File: src/rtl/gds_pkg.sv
// Shared constants, register layout, timing and types for the gate drive sequencer.
package gds_pkg;

  // Core clock rate in MHz; every time below is converted with it.
  localparam int CLK_MHZ = 200;

  // Register byte offsets on the APB bus.
  localparam logic [7:0] REG_CTRL = 8'h00;
  localparam logic [7:0] REG_STATUS = 8'h04;

  // Control register field positions.
  localparam int CTRL_CUR_LSB = 0;
  localparam int CTRL_LONG = 4;
  localparam int CTRL_TDRV_LSB = 5;
  localparam int CTRL_DEAD_LSB = 8;
  localparam int CTRL_LSREF = 12;
  localparam int CTRL_INDEP_LSB = 13;
  localparam int CTRL_TRIP_LSB = 16;
  localparam int CTRL_OCSHUT = 20;
  localparam int CTRL_BITS = 21;
  // Control reset: current code 0, long window on, drive time code 3, trip code 4, shutdown on overcurrent.
  localparam logic [31:0] CTRL_RESET = 32'h0014_0070;

  // Status register field positions (all sticky, write one to clear).
  localparam int ST_FAULT = 0;
  localparam int ST_UV = 1;
  localparam int ST_CPUV = 2;
  localparam int ST_GDF_HI_LSB = 3;
  localparam int ST_GDF_LO_LSB = 6;
  localparam int ST_OC_HI_LSB = 9;
  localparam int ST_OC_LO_LSB = 12;
  localparam int ST_BITS = 15;
  localparam logic [ST_BITS-1:0] STATUS_RESET = 15'h0000;

  // Times in nanoseconds and their cycle counts (least times rounded up).
  localparam int PWM_DEGLITCH_NS = 50;
  localparam int PWM_DEGLITCH_CYC = (PWM_DEGLITCH_NS * CLK_MHZ + 999) / 1000;
  localparam int OCP_DEGLITCH_NS = 4000;
  localparam int OCP_DEGLITCH_CYC = (OCP_DEGLITCH_NS * CLK_MHZ + 999) / 1000;
  localparam int LONG_DRIVE_NS = 20000;
  localparam int DEAD_STEP_NS = 100;
  localparam int DEAD_STEP_CYC = (DEAD_STEP_NS * CLK_MHZ + 999) / 1000;
  localparam int UV_WINDOW_NS = 100000;
  localparam int UV_WINDOW_CYC = UV_WINDOW_NS * CLK_MHZ / 1000;

  // Counter widths.
  localparam int WIN_W = 12;
  localparam int DEAD_W = 9;
  localparam int UV_W = 16;
  localparam logic [WIN_W-1:0] LONG_DRIVE_CYC = WIN_W'((LONG_DRIVE_NS * CLK_MHZ + 999) / 1000);

  // Drive window length in cycles for each drive time code.
  function automatic logic [WIN_W-1:0] gds_gate_drive_time_cyc(input logic [2:0] code);
    int ns;
    unique case (code)
      3'h0: ns = 500;
      3'h1: ns = 1000;
      3'h2: ns = 2000;
      3'h3: ns = 3000;
      3'h4: ns = 4000;
      3'h5: ns = 5000;
      3'h6: ns = 8000;
      3'h7: ns = 10000;
    endcase
    return WIN_W'((ns * CLK_MHZ + 999) / 1000);
  endfunction

  // Per phase sequencing states.
  typedef enum logic [1:0] {
    PH_IDLE = 2'b00,
    PH_DEAD = 2'b01,
    PH_DRIVE = 2'b10
  } gds_phase_e;

endpackage

File: src/rtl/gds_if.sv
// Register access carrier between the APB slave and the sequencer core.
`timescale 1ns/1ps
interface gds_if;
  logic wr; // One-cycle write strobe at the completing APB edge.
  logic [7:0] addr; // Byte address of the current transfer.
  logic [31:0] wdata; // Write data of the current transfer.
  logic [31:0] rdata; // Read data for the addressed register.
  logic hit; // High when the address maps to a register.
  modport bus (output wr, output addr, output wdata, input rdata, input hit);
  modport core (input wr, input addr, input wdata, output rdata, output hit);
endinterface

File: src/rtl/gds_filter.sv
// Two-flop synchroniser with a per-bit deglitch counter.
`timescale 1ns/1ps
module gds_filter #(
  parameter int W = 1,
  parameter int CNT = 1,
  parameter bit BOTH = 1'b1
) (
  input wire logic clk,
  input wire logic rst_n,
  input wire logic [W-1:0] din,
  output logic [W-1:0] dout
);
  localparam int CW = $clog2(CNT + 1);
  logic [W-1:0] meta_ff; // First synchroniser stage, read only by the second.
  logic [W-1:0] sync_ff; // Second synchroniser stage.

  if (CNT < 1 || W < 1) begin : g_bad
    $error("gds_filter needs CNT and W of at least one");
  end

  // Bring the raw inputs into the clock domain.
  always_ff @(posedge clk or negedge rst_n) begin
    if (!rst_n) begin
      meta_ff <= '0;
      sync_ff <= '0;
    end else begin
      meta_ff <= din;
      sync_ff <= meta_ff;
    end
  end

  for (genvar i = 0; i < W; i++) begin : g_bit
    logic [CW-1:0] cnt_ff; // Cycles the new level has held.
    logic q_ff; // Filtered level.
    // A new level is accepted only after it held CNT cycles, but a fall is taken at once when BOTH is off; a return restarts the count.
    always_ff @(posedge clk or negedge rst_n) begin
      if (!rst_n) begin
        cnt_ff <= '0;
        q_ff <= 1'b0;
      end else if (sync_ff[i] == q_ff) begin
        cnt_ff <= '0;
      end else if (!BOTH && !sync_ff[i]) begin
        q_ff <= 1'b0;
        cnt_ff <= '0;
      end else if (cnt_ff == CW'(CNT - 1)) begin
        q_ff <= sync_ff[i];
        cnt_ff <= '0;
      end else begin
        cnt_ff <= cnt_ff + CW'(1);
      end
    end
    assign dout[i] = q_ff;
  end

endmodule // gds_filter

File: src/rtl/gds_apb.sv
// APB slave front end with one wait-free access phase.
`timescale 1ns/1ps
module gds_apb (
  input wire logic pclk,
  input wire logic presetn,
  input wire logic [7:0] paddr,
  input wire logic psel,
  input wire logic penable,
  input wire logic pwrite,
  input wire logic [31:0] pwdata,
  output logic [31:0] prdata,
  output logic pready,
  output logic pslverr,
  gds_if.bus rif
);
  logic [31:0] prdata_ff; // Read data captured at the setup edge.
  logic pready_ff; // High for exactly the first access cycle.
  logic pslverr_ff; // Error answer for unmapped addresses.
  logic setup; // Setup cycle of a transfer.

  assign setup = psel && !penable;
  assign rif.addr = paddr;
  assign rif.wdata = pwdata;
  // A write takes effect only at the edge that completes the access.
  assign rif.wr = psel && penable && pwrite && pready_ff && rif.hit;

  // Answer every transfer in its first access cycle.
  always_ff @(posedge pclk or negedge presetn) begin
    if (!presetn) begin
      pready_ff <= 1'b0;
      pslverr_ff <= 1'b0;
      prdata_ff <= 32'h0000_0000;
    end else begin
      pready_ff <= setup;
      pslverr_ff <= setup && !rif.hit;
      if (setup) begin
        prdata_ff <= (!pwrite && rif.hit) ? rif.rdata : 32'h0000_0000;
      end
    end
  end

  assign prdata = prdata_ff;
  assign pready = pready_ff;
  assign pslverr = pslverr_ff;

endmodule // gds_apb

File: src/rtl/gds_top.sv
// Gate drive sequencer: gate timing, dead time, gate fault and overcurrent monitors, fault pin.
// How it works
// - Charge pump undervoltage blocks gates, sets status.
// - Sixteen current codes; seven in hardware build.
// - Selected current during window, then hold current.
// - Overcurrent drops output current code to lowest.
// - Turn-on waits for opposite gate monitor low.
// - Programmable digital dead time added, serial only.
// - Strong pulldown on opposite gate during window.
// - Gate monitor mismatch at window end flags fault.
// - New PWM command ends window early.
// - Long window default for codes zero to three, serial only.
// - Long enable write ignored for higher codes.
// - Overcurrent after deglitch; optional phase shutdown.
// - Register selects low-side monitor reference input, serial only.
// - Trip threshold code output to analog comparator.
// - Fault pin pulled low while any fault.
// - Supply must be good within window after reset.
// - Supply missing its power-up window latches fault and undervoltage bits.
// - PWM inputs deglitched before use.
// - Independent FET phases bypass dead time.
`timescale 1ns/1ps
module gds_top
  import gds_pkg::*;
#(
  parameter int NUM_PHASES = 3,
  parameter bit HW_CONFIG = 1'b0,
  parameter int UV_CYCLES = UV_WINDOW_CYC
) (
  input wire logic pclk,
  input wire logic presetn,
  input wire logic [7:0] paddr,
  input wire logic psel,
  input wire logic penable,
  input wire logic pwrite,
  input wire logic [31:0] pwdata,
  output logic [31:0] prdata,
  output logic pready,
  output logic pslverr,
  input wire logic [NUM_PHASES-1:0] pwm_high_in,
  input wire logic [NUM_PHASES-1:0] pwm_low_in,
  input wire logic [NUM_PHASES-1:0] vgs_high_ok,
  input wire logic [NUM_PHASES-1:0] vgs_low_ok,
  input wire logic [NUM_PHASES-1:0] vds_high_trip,
  input wire logic [NUM_PHASES-1:0] vds_low_trip_pos,
  input wire logic [NUM_PHASES-1:0] vds_low_trip_neg,
  input wire logic cp_undervoltage,
  input wire logic vm_above_min,
  output logic [NUM_PHASES-1:0] high_gate_x,
  output logic [NUM_PHASES-1:0] low_gate_x,
  output logic [NUM_PHASES-1:0] high_drive_strong,
  output logic [NUM_PHASES-1:0] low_drive_strong,
  output logic [NUM_PHASES-1:0] high_pulldown_strong,
  output logic [NUM_PHASES-1:0] low_pulldown_strong,
  output logic [3:0] gate_current_select,
  output logic [3:0] drain_trip_level,
  output logic low_side_ref_select,
  output logic fault_out_n_o,
  output logic fault_out_n_oe
);

  if (NUM_PHASES != 3) begin : g_bad_phases
    $error("gds_top register layout serves exactly three phases");
  end
  if (UV_CYCLES < 1 || UV_CYCLES >= (1 << UV_W)) begin : g_bad_uv
    $error("gds_top UV_CYCLES must fit the power-up counter");
  end

  gds_if rif ();

  logic [CTRL_BITS-1:0] ctrl_ff; // Control register.
  logic [ST_BITS-1:0] status_ff; // Sticky status register.
  logic [NUM_PHASES-1:0] pwm_h; // Deglitched high-side commands.
  logic [NUM_PHASES-1:0] pwm_l; // Deglitched low-side commands.
  logic [2*NUM_PHASES+1:0] mon; // Synchronised gate monitors and supply flags.
  logic [3*NUM_PHASES-1:0] oc_raw; // Deglitched overcurrent comparators.
  logic [NUM_PHASES-1:0] vgs_h; // High gate above threshold.
  logic [NUM_PHASES-1:0] vgs_l; // Low gate above threshold.
  logic cp_uv; // Charge pump undervoltage, synchronised.
  logic vm_ok; // Motor supply above minimum, synchronised.
  logic [NUM_PHASES-1:0] oc_h; // High-side overcurrent detected.
  logic [NUM_PHASES-1:0] oc_l; // Low-side overcurrent on the selected reference.
  logic [NUM_PHASES-1:0] gdf_h_ff; // High gate fault pulse.
  logic [NUM_PHASES-1:0] gdf_l_ff; // Low gate fault pulse.
  logic [UV_W-1:0] uv_cnt_ff; // Power-up supply wait counter.
  logic pu_done_ff; // Power-up check finished.
  logic uv_evt_ff; // One-cycle pulse when the supply missed its window.
  logic lockout; // Supply condition that forbids driving gates.
  logic [3:0] cur_code; // Current code as the hardware applies it.
  logic long_eff; // Long window actually in use.
  logic [WIN_W-1:0] win_cyc; // Drive window length in cycles.
  logic [DEAD_W-1:0] dead_cyc; // Digital dead time in cycles.
  logic [ST_BITS-1:0] st_set; // Status events this cycle.
  logic [3:0] cur_out_ff; // Applied current code.
  logic fault_oe_ff; // Fault pin pull-down enable.
  logic fault_o_ff; // Fault pin data, always low.

  gds_apb u_apb (
    .pclk(pclk),
    .presetn(presetn),
    .paddr(paddr),
    .psel(psel),
    .penable(penable),
    .pwrite(pwrite),
    .pwdata(pwdata),
    .prdata(prdata),
    .pready(pready),
    .pslverr(pslverr),
    .rif(rif.bus)
  );

  // PWM pins are deglitched on both edges.
  gds_filter #(.W(2 * NUM_PHASES), .CNT(PWM_DEGLITCH_CYC), .BOTH(1'b1)) u_pwm_filt (
    .clk(pclk),
    .rst_n(presetn),
    .din({pwm_low_in, pwm_high_in}),
    .dout({pwm_l, pwm_h})
  );

  // Gate monitors and supply flags only need synchronising.
  gds_filter #(.W(2 * NUM_PHASES + 2), .CNT(1), .BOTH(1'b1)) u_mon_filt (
    .clk(pclk),
    .rst_n(presetn),
    .din({vm_above_min, cp_undervoltage, vgs_low_ok, vgs_high_ok}),
    .dout(mon)
  );

  // Overcurrent rises only after the deglitch time and falls at once.
  gds_filter #(.W(3 * NUM_PHASES), .CNT(OCP_DEGLITCH_CYC), .BOTH(1'b0)) u_oc_filt (
    .clk(pclk),
    .rst_n(presetn),
    .din({vds_low_trip_neg, vds_low_trip_pos, vds_high_trip}),
    .dout(oc_raw)
  );

  assign vgs_h = mon[NUM_PHASES-1:0];
  assign vgs_l = mon[2*NUM_PHASES-1:NUM_PHASES];
  assign cp_uv = mon[2*NUM_PHASES];
  assign vm_ok = mon[2*NUM_PHASES+1];
  assign oc_h = oc_raw[NUM_PHASES-1:0];
  // The low-side monitor compares against the positive or negative sense input.
  assign oc_l = (ctrl_ff[CTRL_LSREF] && !HW_CONFIG) ? oc_raw[3*NUM_PHASES-1:2*NUM_PHASES] :
                oc_raw[2*NUM_PHASES-1:NUM_PHASES];

  // Gates stay off until the supply check finishes and while either supply is low.
  assign lockout = !pu_done_ff || !vm_ok || cp_uv;

  // Hardware builds only have seven current levels.
  assign cur_code = (HW_CONFIG && ctrl_ff[CTRL_CUR_LSB+:4] > 4'h6) ? 4'h6 : ctrl_ff[CTRL_CUR_LSB+:4];
  assign long_eff = ctrl_ff[CTRL_LONG] && (cur_code <= 4'h3) && !HW_CONFIG;
  assign win_cyc = long_eff ? LONG_DRIVE_CYC : gds_gate_drive_time_cyc(ctrl_ff[CTRL_TDRV_LSB+:3]);
  assign dead_cyc = HW_CONFIG ? '0 : DEAD_W'(ctrl_ff[CTRL_DEAD_LSB+:4] * DEAD_STEP_CYC);

  // Register read mux and address decode.
  assign rif.hit = (rif.addr == REG_CTRL) || (rif.addr == REG_STATUS);
  always_comb begin
    rif.rdata = 32'h0000_0000;
    if (rif.addr == REG_CTRL) begin
      rif.rdata[CTRL_BITS-1:0] = ctrl_ff;
    end else if (rif.addr == REG_STATUS) begin
      rif.rdata[ST_BITS-1:0] = status_ff;
    end
  end

  // Control register; the long enable bit only accepts writes with a low current code.
  always_ff @(posedge pclk or negedge presetn) begin
    if (!presetn) begin
      ctrl_ff <= CTRL_RESET[CTRL_BITS-1:0];
    end else if (rif.wr && rif.addr == REG_CTRL) begin
      ctrl_ff <= rif.wdata[CTRL_BITS-1:0];
      if (rif.wdata[CTRL_CUR_LSB+:4] > 4'h3) begin
        ctrl_ff[CTRL_LONG] <= ctrl_ff[CTRL_LONG];
      end
    end
  end

  // Power-up supply check: the check finishes as soon as the supply is seen good.
  always_ff @(posedge pclk or negedge presetn) begin
    if (!presetn) begin
      uv_cnt_ff <= '0;
      pu_done_ff <= 1'b0;
      uv_evt_ff <= 1'b0;
    end else begin
      uv_evt_ff <= 1'b0;
      if (!pu_done_ff) begin
        if (vm_ok) begin
          pu_done_ff <= 1'b1;
          uv_cnt_ff <= '0;
        end else if (uv_cnt_ff == UV_W'(UV_CYCLES - 1)) begin
          uv_evt_ff <= 1'b1;
          pu_done_ff <= 1'b1;
        end else begin
          uv_cnt_ff <= uv_cnt_ff + UV_W'(1);
        end
      end
    end
  end

  // Collect this cycle's fault events.
  always_comb begin
    st_set = '0;
    st_set[ST_UV] = uv_evt_ff;
    st_set[ST_CPUV] = cp_uv;
    st_set[ST_GDF_HI_LSB+:3] = gdf_h_ff;
    st_set[ST_GDF_LO_LSB+:3] = gdf_l_ff;
    st_set[ST_OC_HI_LSB+:3] = oc_h;
    st_set[ST_OC_LO_LSB+:3] = oc_l;
    st_set[ST_FAULT] = |st_set[ST_BITS-1:1];
  end

  // Sticky status with write-one-to-clear; a new event wins over the clear.
  always_ff @(posedge pclk or negedge presetn) begin
    if (!presetn) begin
      status_ff <= STATUS_RESET;
    end else if (rif.wr && rif.addr == REG_STATUS) begin
      status_ff <= (status_ff & ~rif.wdata[ST_BITS-1:0]) | st_set;
    end else begin
      status_ff <= status_ff | st_set;
    end
  end

  // Applied current code falls to the lowest level during an overcurrent.
  always_ff @(posedge pclk or negedge presetn) begin
    if (!presetn) begin
      cur_out_ff <= 4'h0;
    end else if ((|oc_h) || (|oc_l)) begin
      cur_out_ff <= 4'h0;
    end else begin
      cur_out_ff <= cur_code;
    end
  end

  // Fault pin is pulled low while any status bit stands.
  always_ff @(posedge pclk or negedge presetn) begin
    if (!presetn) begin
      fault_oe_ff <= 1'b0;
      fault_o_ff <= 1'b0;
    end else begin
      fault_oe_ff <= |status_ff;
      fault_o_ff <= 1'b0;
    end
  end

  for (genvar i = 0; i < NUM_PHASES; i++) begin : g_phase
    gds_phase_e st_ff; // Sequencing state.
    logic gh_ff; // High gate on.
    logic gl_ff; // Low gate on.
    logic win_h_ff; // High gate switching inside the window.
    logic win_l_ff; // Low gate switching inside the window.
    logic [WIN_W-1:0] win_cnt_ff; // Remaining window cycles.
    logic [DEAD_W-1:0] dead_cnt_ff; // Dead time cycles elapsed.
    logic [1:0] cmd_prev_ff; // Command seen last cycle.
    logic indep; // Phase runs as two independent FETs.
    logic block; // Phase forced off.
    logic want_h; // High gate should be on.
    logic want_l; // Low gate should be on.
    logic off_h; // High gate must turn off.
    logic off_l; // Low gate must turn off.
    logic on_h; // High gate waits to turn on.
    logic on_l; // Low gate waits to turn on.
    logic cmd_chg; // PWM command changed this cycle.
    logic settled; // Opposite gate is off and its monitor shows it low.

    assign indep = ctrl_ff[CTRL_INDEP_LSB+i];
    assign block = lockout || (ctrl_ff[CTRL_OCSHUT] &&
                   (status_ff[ST_OC_HI_LSB+i] || status_ff[ST_OC_LO_LSB+i]));
    // Half-bridges never turn both gates on; both commanded means both off.
    assign want_h = !block && pwm_h[i] && (indep || !pwm_l[i]);
    assign want_l = !block && pwm_l[i] && (indep || !pwm_h[i]);
    assign off_h = gh_ff && !want_h;
    assign off_l = gl_ff && !want_l;
    assign on_h = !gh_ff && want_h;
    assign on_l = !gl_ff && want_l;
    assign cmd_chg = {pwm_h[i], pwm_l[i]} != cmd_prev_ff;
    assign settled = on_h ? (!gl_ff && !vgs_l[i]) : (!gh_ff && !vgs_h[i]);

    // Drive state machine: off first, handshake dead time, then the drive window.
    always_ff @(posedge pclk or negedge presetn) begin
      if (!presetn) begin
        st_ff <= PH_IDLE;
        gh_ff <= 1'b0;
        gl_ff <= 1'b0;
        win_h_ff <= 1'b0;
        win_l_ff <= 1'b0;
        win_cnt_ff <= '0;
        dead_cnt_ff <= '0;
        cmd_prev_ff <= 2'b00;
        gdf_h_ff[i] <= 1'b0;
        gdf_l_ff[i] <= 1'b0;
      end else begin
        cmd_prev_ff <= {pwm_h[i], pwm_l[i]};
        gdf_h_ff[i] <= 1'b0;
        gdf_l_ff[i] <= 1'b0;
        unique case (st_ff)
          PH_IDLE: begin
            if (off_h || off_l || (indep && (on_h || on_l))) begin
              // Switch now and open the window for the gates that move.
              gh_ff <= indep ? want_h : (gh_ff && !off_h);
              gl_ff <= indep ? want_l : (gl_ff && !off_l);
              win_h_ff <= off_h || (indep && on_h);
              win_l_ff <= off_l || (indep && on_l);
              win_cnt_ff <= win_cyc;
              st_ff <= PH_DRIVE;
            end else if (on_h || on_l) begin
              dead_cnt_ff <= '0;
              st_ff <= PH_DEAD;
            end
          end
          PH_DEAD: begin
            if (cmd_chg || !(on_h || on_l)) begin
              st_ff <= PH_IDLE;
            end else if (!settled) begin
              dead_cnt_ff <= '0;
            end else if (dead_cnt_ff >= dead_cyc) begin
              gh_ff <= on_h;
              gl_ff <= on_l;
              win_h_ff <= on_h;
              win_l_ff <= on_l;
              win_cnt_ff <= win_cyc;
              st_ff <= PH_DRIVE;
            end else begin
              dead_cnt_ff <= dead_cnt_ff + DEAD_W'(1);
            end
          end
          PH_DRIVE: begin
            if (cmd_chg || off_h || off_l) begin
              // A new command cuts the window short.
              win_h_ff <= 1'b0;
              win_l_ff <= 1'b0;
              st_ff <= PH_IDLE;
            end else if (!indep && (on_h || on_l) && settled) begin
              // The turned-off gate is already low, so start the dead time.
              win_h_ff <= 1'b0;
              win_l_ff <= 1'b0;
              dead_cnt_ff <= '0;
              st_ff <= PH_DEAD;
            end else if (win_cnt_ff == '0) begin
              // Gate voltage must match the commanded state when the window closes.
              gdf_h_ff[i] <= win_h_ff && (vgs_h[i] != gh_ff);
              gdf_l_ff[i] <= win_l_ff && (vgs_l[i] != gl_ff);
              win_h_ff <= 1'b0;
              win_l_ff <= 1'b0;
              st_ff <= PH_IDLE;
            end else begin
              win_cnt_ff <= win_cnt_ff - WIN_W'(1);
            end
          end
          default: begin
            st_ff <= PH_IDLE;
          end
        endcase
      end
    end

    assign high_gate_x[i] = gh_ff;
    assign low_gate_x[i] = gl_ff;
    assign high_drive_strong[i] = win_h_ff;
    assign low_drive_strong[i] = win_l_ff;
    assign low_pulldown_strong[i] = win_h_ff;
    assign high_pulldown_strong[i] = win_l_ff;
  end

  assign gate_current_select = cur_out_ff;
  assign drain_trip_level = ctrl_ff[CTRL_TRIP_LSB+:4];
  assign low_side_ref_select = ctrl_ff[CTRL_LSREF];
  assign fault_out_n_o = fault_o_ff;
  assign fault_out_n_oe = fault_oe_ff;

endmodule // gds_top

File: config.mk
export PLATFORM = sky130hd
export DESIGN_NAME = gds_top
export DESIGN_NICKNAME = d
export VERILOG_FILES = /design/src/rtl/gds_pkg.sv /design/src/rtl/gds_if.sv /design/src/rtl/gds_filter.sv /design/src/rtl/gds_apb.sv /design/src/rtl/gds_top.sv
export SDC_FILE = /design/constraint.sdc
export NUM_CORES = 1
export LEC_CHECK = 0
export ABC_AREA = 1
export BUFFER_PORTS_ARGS = -buffer_cell sky130_fd_sc_hd__buf_2
export CAP_MARGIN = 20
export CORE_MARGIN = 4
export CORE_UTILIZATION = 63
export DETAILED_ROUTE_END_ITERATION = 12
export PLACE_DENSITY = 0.82
export RECOVER_POWER = 50
export SLEW_MARGIN = 10
export SYNTH_ARGS = -nofsm -noshare
export SYNTH_HDL_FRONTEND = slang
export SYNTH_SLANG_ARGS = --single-unit
File: constraint.sdc
create_clock -name pclk -period 17.1 [get_ports pclk]
set_input_delay 0.855 -clock pclk [delete_from_list [all_inputs] [get_ports pclk]]
set_output_delay 0.855 -clock pclk [all_outputs]
set_load 0.02 [all_outputs]
Word-level counts from Yosys, hierarchy flattened. Memories as Yosys holds them, arrays and structs flattened. Index checks and enable logic that the tools add are counted.

Bits of input ports: 68. Word-level logic and storage cells: 738. Output and inout port bits: 63. ROM bits: 88. Memories kept: 1. Register bits after elaboration: 377.

Equality and inequality tests: 110. Multiplexer cells: 247. Bitwise logic cells: 37. Add/subtract/negate cells: 31. Reduce and logical (&&, ||, !) cells: 211. Multiply operators: 2. $lt $le $gt $ge: 5. Divide/modulo/power cells: 1.

Memory list: (no name shown) (words 8, bits a word 11, rd ports 1, clocked after memory_dff 0, wr ports 0, RTL line gds_pkg.sv:55) `unique case (code)`.

Operator list (count): 2-to-1 mux 10 bit (27); 2-to-1 mux 12 bit (22); 2-to-1 mux 9 bit (21); 2-to-1 mux 1 bit (111); one-hot mux 12 bit (3 select lines) (3); adder 10 x 1 -> 10 bit (second input constant) (9); equality test 10 bit (second input constant) (9); one-hot mux 9 bit (3 select lines) (3); != test 2 bit (second input constant) (39); logical AND 1 bit (70); 2-to-1 mux 4 bit (13); AND reduction 2 bit (25); 2-to-1 mux 2 bit (24); 2-to-1 mux 15 bit (3); logical NOT 1 bit (44); logical OR 1 bit (40); logical NOT 12 bit (3); != test 3 bit (second input constant) (12); subtractor 12 x 1 -> 12 bit (second input constant) (3); NOT 1 bit (33); adder 32 x 11 -> 32 bit (second input constant) (1); divider 32 x 11 -> 32 bit (second input constant) (1); multiplier 32 x 6 -> 29 bit (second input constant) (1); 2-to-1 mux 16 bit (2); 39 further kinds (125).

Logic depth before layout (Yosys ltp).
Depth after elaboration: 14. Depth in mapped cells: 117.

Cells and area by module. From an unflattened synthesis, not the netlist that was laid out.

Cells, all modules: 3495. Area total of the unflattened synthesis: 26449.1 sq um.

By module, submodules not included: gds_top (cells an instance 2496, times used 1, area each 16848.7 sq um); gds_filter at u_oc_filt (cells an instance 593, times used 1, area each 5303.8 sq um); gds_apb (cells an instance 192, times used 1, area each 1811.7 sq um); gds_filter at u_pwm_filt (cells an instance 174, times used 1, area each 1794.2 sq um); gds_filter at u_mon_filt (cells an instance 40, times used 1, area each 690.7 sq um).

Worst setup path before layout. Ideal clock, no wire load.

Path kind: reg-to-reg. Start point: reg ctrl_ff[6]. End point: reg g_phase[2].win_cnt_ff[0]. Stages on the path, launching flop included: 106. Data arrival time: 11.766 ns. Period minus slack after synthesis: 11.887 ns. Setup time: 0.122 ns. Path slack: 5.213 ns. Buffers on the path: 7. Cells stage by stage: dfstp_2 buf_6 inv_2 ha_1 o21ai_0 inv_1 ha_1 xor2_1 xor2_1 inv_1 ha_1 ha_1 fa_1 inv_1 nor3_1 nand2_1 nor2_1 nand2_1 [70 not listed] nand2_1 inv_1 ha_1 inv_1 nor2_1 nand3_1 inv_1 nand2_2 inv_2 nand2_1 nand3_1 nand2_1 nor2_1 nand2_1 nor2_2 nand2_2 nand3_1 a21oi_2.

Cells in the longest elaborated chain, start to end: 9. Elaborated cells between the ends (all ways): 10. Those cells by class: 1 x add/sub; 1 x mul; 1 x div; 6 x mux; 1 x memory.

Ends and longest elaborated chain: from (decl) (RTL line gds_top.sv:71) `logic [CTRL_BITS-1:0] ctrl_ff;`; from (signal assigned) (RTL line gds_top.sv:168) `ctrl_ff <= CTRL_RESET[CTRL_BITS-1:0];`; from (signal assigned) (RTL line gds_top.sv:170) `ctrl_ff <= rif.wdata[CTRL_BITS-1:0];`; from (signal, indexed assignment) (RTL line gds_top.sv:172) `ctrl_ff[CTRL_LONG] <= ctrl_ff[CTRL_LONG];`; memory read (8 x 11 bit) *; multiplier 32 x 6 -> 29 bit * (RTL line gds_pkg.sv:65) `return WIN_W'((ns * CLK_MHZ + 999) / 1000);`; adder 32 x 11 -> 32 bit * (RTL line gds_pkg.sv:65); divider 32 x 11 -> 32 bit * (RTL line gds_pkg.sv:65); 2-to-1 mux 12 bit * (RTL line gds_top.sv:151) `assign win_cyc = long_eff ? LONG_DRIVE_CYC : gds_gate_drive_time_cyc(ctrl_ff[CTRL_TDRV_LSB+:3]);`; 2-to-1 mux 12 bit (RTL line gds_top.sv:314) `end else if (dead_cnt_ff >= dead_cyc) begin`; 2-to-1 mux 12 bit (RTL line gds_top.sv:312) `end else if (!settled) begin`; 2-to-1 mux 12 bit (RTL line gds_top.sv:310) `if (cmd_chg || !(on_h || on_l)) begin`; one-hot mux 12 bit (3 select lines) * (RTL line gds_top.sv:294) `unique case (st_ff)`; to (signal assigned) (RTL line gds_top.sv:302) `win_cnt_ff <= win_cyc;`; to (signal assigned) (RTL line gds_top.sv:319) `win_cnt_ff <= win_cyc;`; to (signal assigned) (RTL line gds_top.sv:345) `win_cnt_ff <= win_cnt_ff - WIN_W'(1);`; to (decl) (RTL line gds_top.sv:250) `logic [WIN_W-1:0] win_cnt_ff;`.

Mark *: on every way between the ends. The rest lies on a longest branch, timed or not. The select of a mux whose other input is x is not followed. A chain may end at the register's enable or synchronous reset.

Final worst setup path.
Start point: reg ctrl_ff[6]. End point: reg g_phase[0].win_cnt_ff[0].

Cells in the longest elaborated chain, start to end: 9. Elaborated cells between the ends (all ways): 10. Those cells by class: 1 x add/sub; 1 x mul; 1 x div; 6 x mux; 1 x memory.

Ends and longest elaborated chain (RTL line): memory read (8 x 11 bit) *; multiplier 32 x 6 -> 29 bit * (gds_pkg.sv:65); adder 32 x 11 -> 32 bit * (gds_pkg.sv:65); divider 32 x 11 -> 32 bit * (gds_pkg.sv:65); 2-to-1 mux 12 bit * (gds_top.sv:151); 2-to-1 mux 12 bit (gds_top.sv:314); 2-to-1 mux 12 bit (gds_top.sv:312); 2-to-1 mux 12 bit (gds_top.sv:310); one-hot mux 12 bit (3 select lines) * (gds_top.sv:294); to (signal assigned) (gds_top.sv:302); to (signal assigned) (gds_top.sv:319); to (signal assigned) (gds_top.sv:345); to (decl) (gds_top.sv:250).

Marks and branches as above.

==> results.tsv <==
stage	metric	value	unit
outcome	status	complete, but fails checks	
sta	setup skew after layout	24.6	ps
place	PortBufs	107	
critical_path	Setup crit end kind	register	
critical_path	maximum fanout along the worst path	17	
sta	achievable clock frequency	68.9	MHz
clock_tree	root buffer cell	clkbuf_16	
sta	Slew Limit Fails	263	
synthesis	cell area after synthesis	25100	um2
synthesis	ys async rst share	1.00	
floorplan	std cell rows	72	
clock_tree	count of buffers added by post-CTS timing repair for setup	0	
routing	antenna viol nets, final	0	
critical_path	most numerous cell on the critical path	nand2_1	
global_route	global-route wire length before repair	103000	um
min_path	Hold WC Path Type	register to register	
routing	Via density	5.71	
synthesis	number of warnings printed during yosys synthesis	0	
synthesis	Avg Inst Size Synth	7.57	um2
floorplan	Die ar.	43100	um2
critical_path	largest stage delay on the critical path	690	ps
global_route	number of antenna violations at the first check in global routing	3	
place	routability congestion estimate	0.934	
clock_tree	total CTS buffers	38	
routing	detail-routed net length per standard cell	15.5	um
global_route	via count of the first global-routing pass	21810	
routing	Detailed Routing Iterations Pass 1	6	
synthesis	library cells used by synthesis	73	
global_route	total global routing track utilization	0.278	
clock_tree	clock slew at the register clock pins of the worst setup and hold paths	70	ps
floorplan	Initial Util	0.643	
floorplan	count of pins on the block boundary	131	
floorplan	die span in x	208	um
final_layout	relative area change from synthesis to final layout	8.23	%
floorplan	die height	208	um
sta	setup violation total in the final timing report	0	
sta	total negative slack for setup checks	0	ps
clock_tree	Clock Tree Buf Depth	3	
clock_tree	CTS HTree Levels	2	
sta	RSZ-0062 raised after global routing	false	
sta	Worst Tran Pin Value	6610	ps
critical_path	signal arrival time at the worst endpoint	14920	ps
synthesis	flip-flop and latch count after synthesis	358	
critical_path	startpoint-to-endpoint class of the critical path	register to register	
clock_tree	CTS tree	done	
routing	total wire length	61200	um
global_route	largest net degree at the start of global routing	124	
place	DPL Wire Length	46000	um
clock_tree	clk_lat worst skew	540	ps
clock_tree	post_cts resized	0	
routing	initial drt markers	1902	
sta	final critical-path required period	14510	ps
floorplan	core area	39000	um2
synthesis	Top FF cell, synth	dfrtp_1	
sta	relative slew slack	-3.40	
final_layout	nets	3586	
routing	vias	22565	
sta	Final Hold Viols	0	
critical_path	slowest cell on the critical path	dfstp_2	
synthesis	gate count after technology mapping	3312	
critical_path	sort of element at the start of the critical path	register	
clock_tree	CTS sink count	358	
final_layout	share of layout cells above drive strength 1	0.157	
clock_tree	CTS Hold Bufs	0	
outcome	failing checks	max-capacitance violations, max-slew violations	
sta	share of the clock period used by the worst path after layout	0.849	
synthesis	sequential-to-total area share from yosys stat	0.358	
critical_path	worst endpoint required time	17500	ps
job	number of violations of the max-capacitance limit	3	
global_route	global-route congestion overflow total	0	
synthesis	number of enable-type register cells in the synthesized netlist	0	
routing	# DRC	0	
-- final timing paths --
path                                             from                           end  depth (start not counted)  slack (ps)
worst max-delay path                       ctrl_ff[6]      g_phase[0].win_cnt_ff[0]                        103        2590
worst min-delay path            u_mon_filt.sync_ff[7]      u_mon_filt.g_bit[7].q_ff                          0         340
worst max register to register             ctrl_ff[6]      g_phase[0].win_cnt_ff[0]                        103        2590
worst min register to register  u_mon_filt.sync_ff[7]      u_mon_filt.g_bit[7].q_ff                          0         340
max in group asynchronous                     presetn  u_oc_filt.g_bit[6].cnt_ff[7]                          3        8100
min in group asynchronous                     presetn  u_oc_filt.g_bit[3].cnt_ff[0]                          1        2770
-- cells in the mapped netlist (all sizes together), types with 8 or more instances --
cell type / number / area, um2
nand2: 784 / 3620
inv: 479 / 1830
nor2: 443 / 2020
dfrtp: 353 / 8830
nand3: 279 / 1800
o21ai: 201 / 1030
a21oi: 132 / 709
ha: 112 / 1400
nor3: 101 / 516
nand4: 77 / 539
xor2: 65 / 577
buf: 50 / 432
clkbuf: 24 / 90.1
a31oi: 22 / 138
xnor2: 18 / 158
nor3b: 17 / 128
nand3b: 15 / 113
nor4: 13 / 81.3
or2: 13 / 81.3
o31ai: 12 / 90.1
o211ai: 11 / 82.6
clkinv: 10 / 42.5
o221ai: 10 / 87.6
o22ai: 10 / 62.6
a21boi: 8 / 60.1
-- logic make-up after synthesis --
logic type / share of synthesized area
and+or+nand+nor: 0.357
buffers and inverters: 0.0974
AOI/OAI and AO/OA: 0.0994
DFF: 0.358
adders and majority gates: 0.0583
xor gates and xnor gates: 0.0293
muxes: 0.000798
other: 0.000150
-- stage by stage --
step	cell area [um2]	utilization	std cells	setup WS, ps	hold slack (ps)
global placement	25800	0.662	3879	3180	332
global route	27100	0.696	3951	1270	352
CTS	27100	0.696	3947	2740	343
finish	27100	0.696	3951	2590	336
detailed placement	25800	0.662	3879	2850	335
floorplan	25100	-	3323	5210	331
-- registers in the layout, indices dropped and copies added (netlist names), 15 cells and up --
| register | count |
|---|---|
| u_oc_filt.g_bit.cnt_ff | 90 |
| g_phase.win_cnt_ff | 36 |
| g_phase.dead_cnt_ff | 27 |
| u_pwm_filt.g_bit.cnt_ff | 24 |
| ctrl_ff | 21 |
| u_apb.prdata | 21 |
| uv_cnt_ff | 16 |
| status_ff | 15 |
-- cell usage in the layout, fill, tap and decap left out, types with 64 or more instances in the layout --
cell type | netlist | layout
nand2_2 | 90 | 90
nand3_1 | 224 | 224
dfrtp_1 | 353 | 353
xor2_1 | 64 | 64
inv_1 | 428 | 428
buf_2 | 4 | 106
o21ai_0 | 181 | 181
nor2_1 | 382 | 381
nand2_1 | 637 | 637
a21oi_1 | 123 | 123
nand4_1 | 72 | 72
nor3_1 | 99 | 99
ha_1 | 112 | 112
-- layout make-up --
type	count	area (um2)
multi-input cells	2398	13700
inverters	490	1890
flip-flops and latches	358	8960
well taps	518	648
clock inverters	13	185
fillers	3109	11900
clock buffers	55	1140
diodes	2	5.00
repair buffers	117	594
-- per-layer routing --
metal | GRT usage | up-vias | share of wire
met5 | 0 | - | 0.00021
met1 | 0.366 | 10692 | 0.42
li1 | - | 10948 | -
met4 | 0.0969 | 2 | 0.035
met3 | 0.0397 | 149 | 0.065
met2 | 0.474 | 774 | 0.48
-- critical path: cells and delay by family, from the launching register on --
kind / cells / cell delay [ps]
XOR/XNOR: 2 / 370
flip-flops: 1 / 690
buffers and inverters: 15 / 1190
AO/OA/AOI/OAI: 4 / 740
AND/OR/NAND/NOR: 76 / 9570
adder cells (fa/ha/maj): 6 / 1760
Power is not shown: default switching activity piles up to over one toggle a cycle in this logic, so the estimate is an artifact.
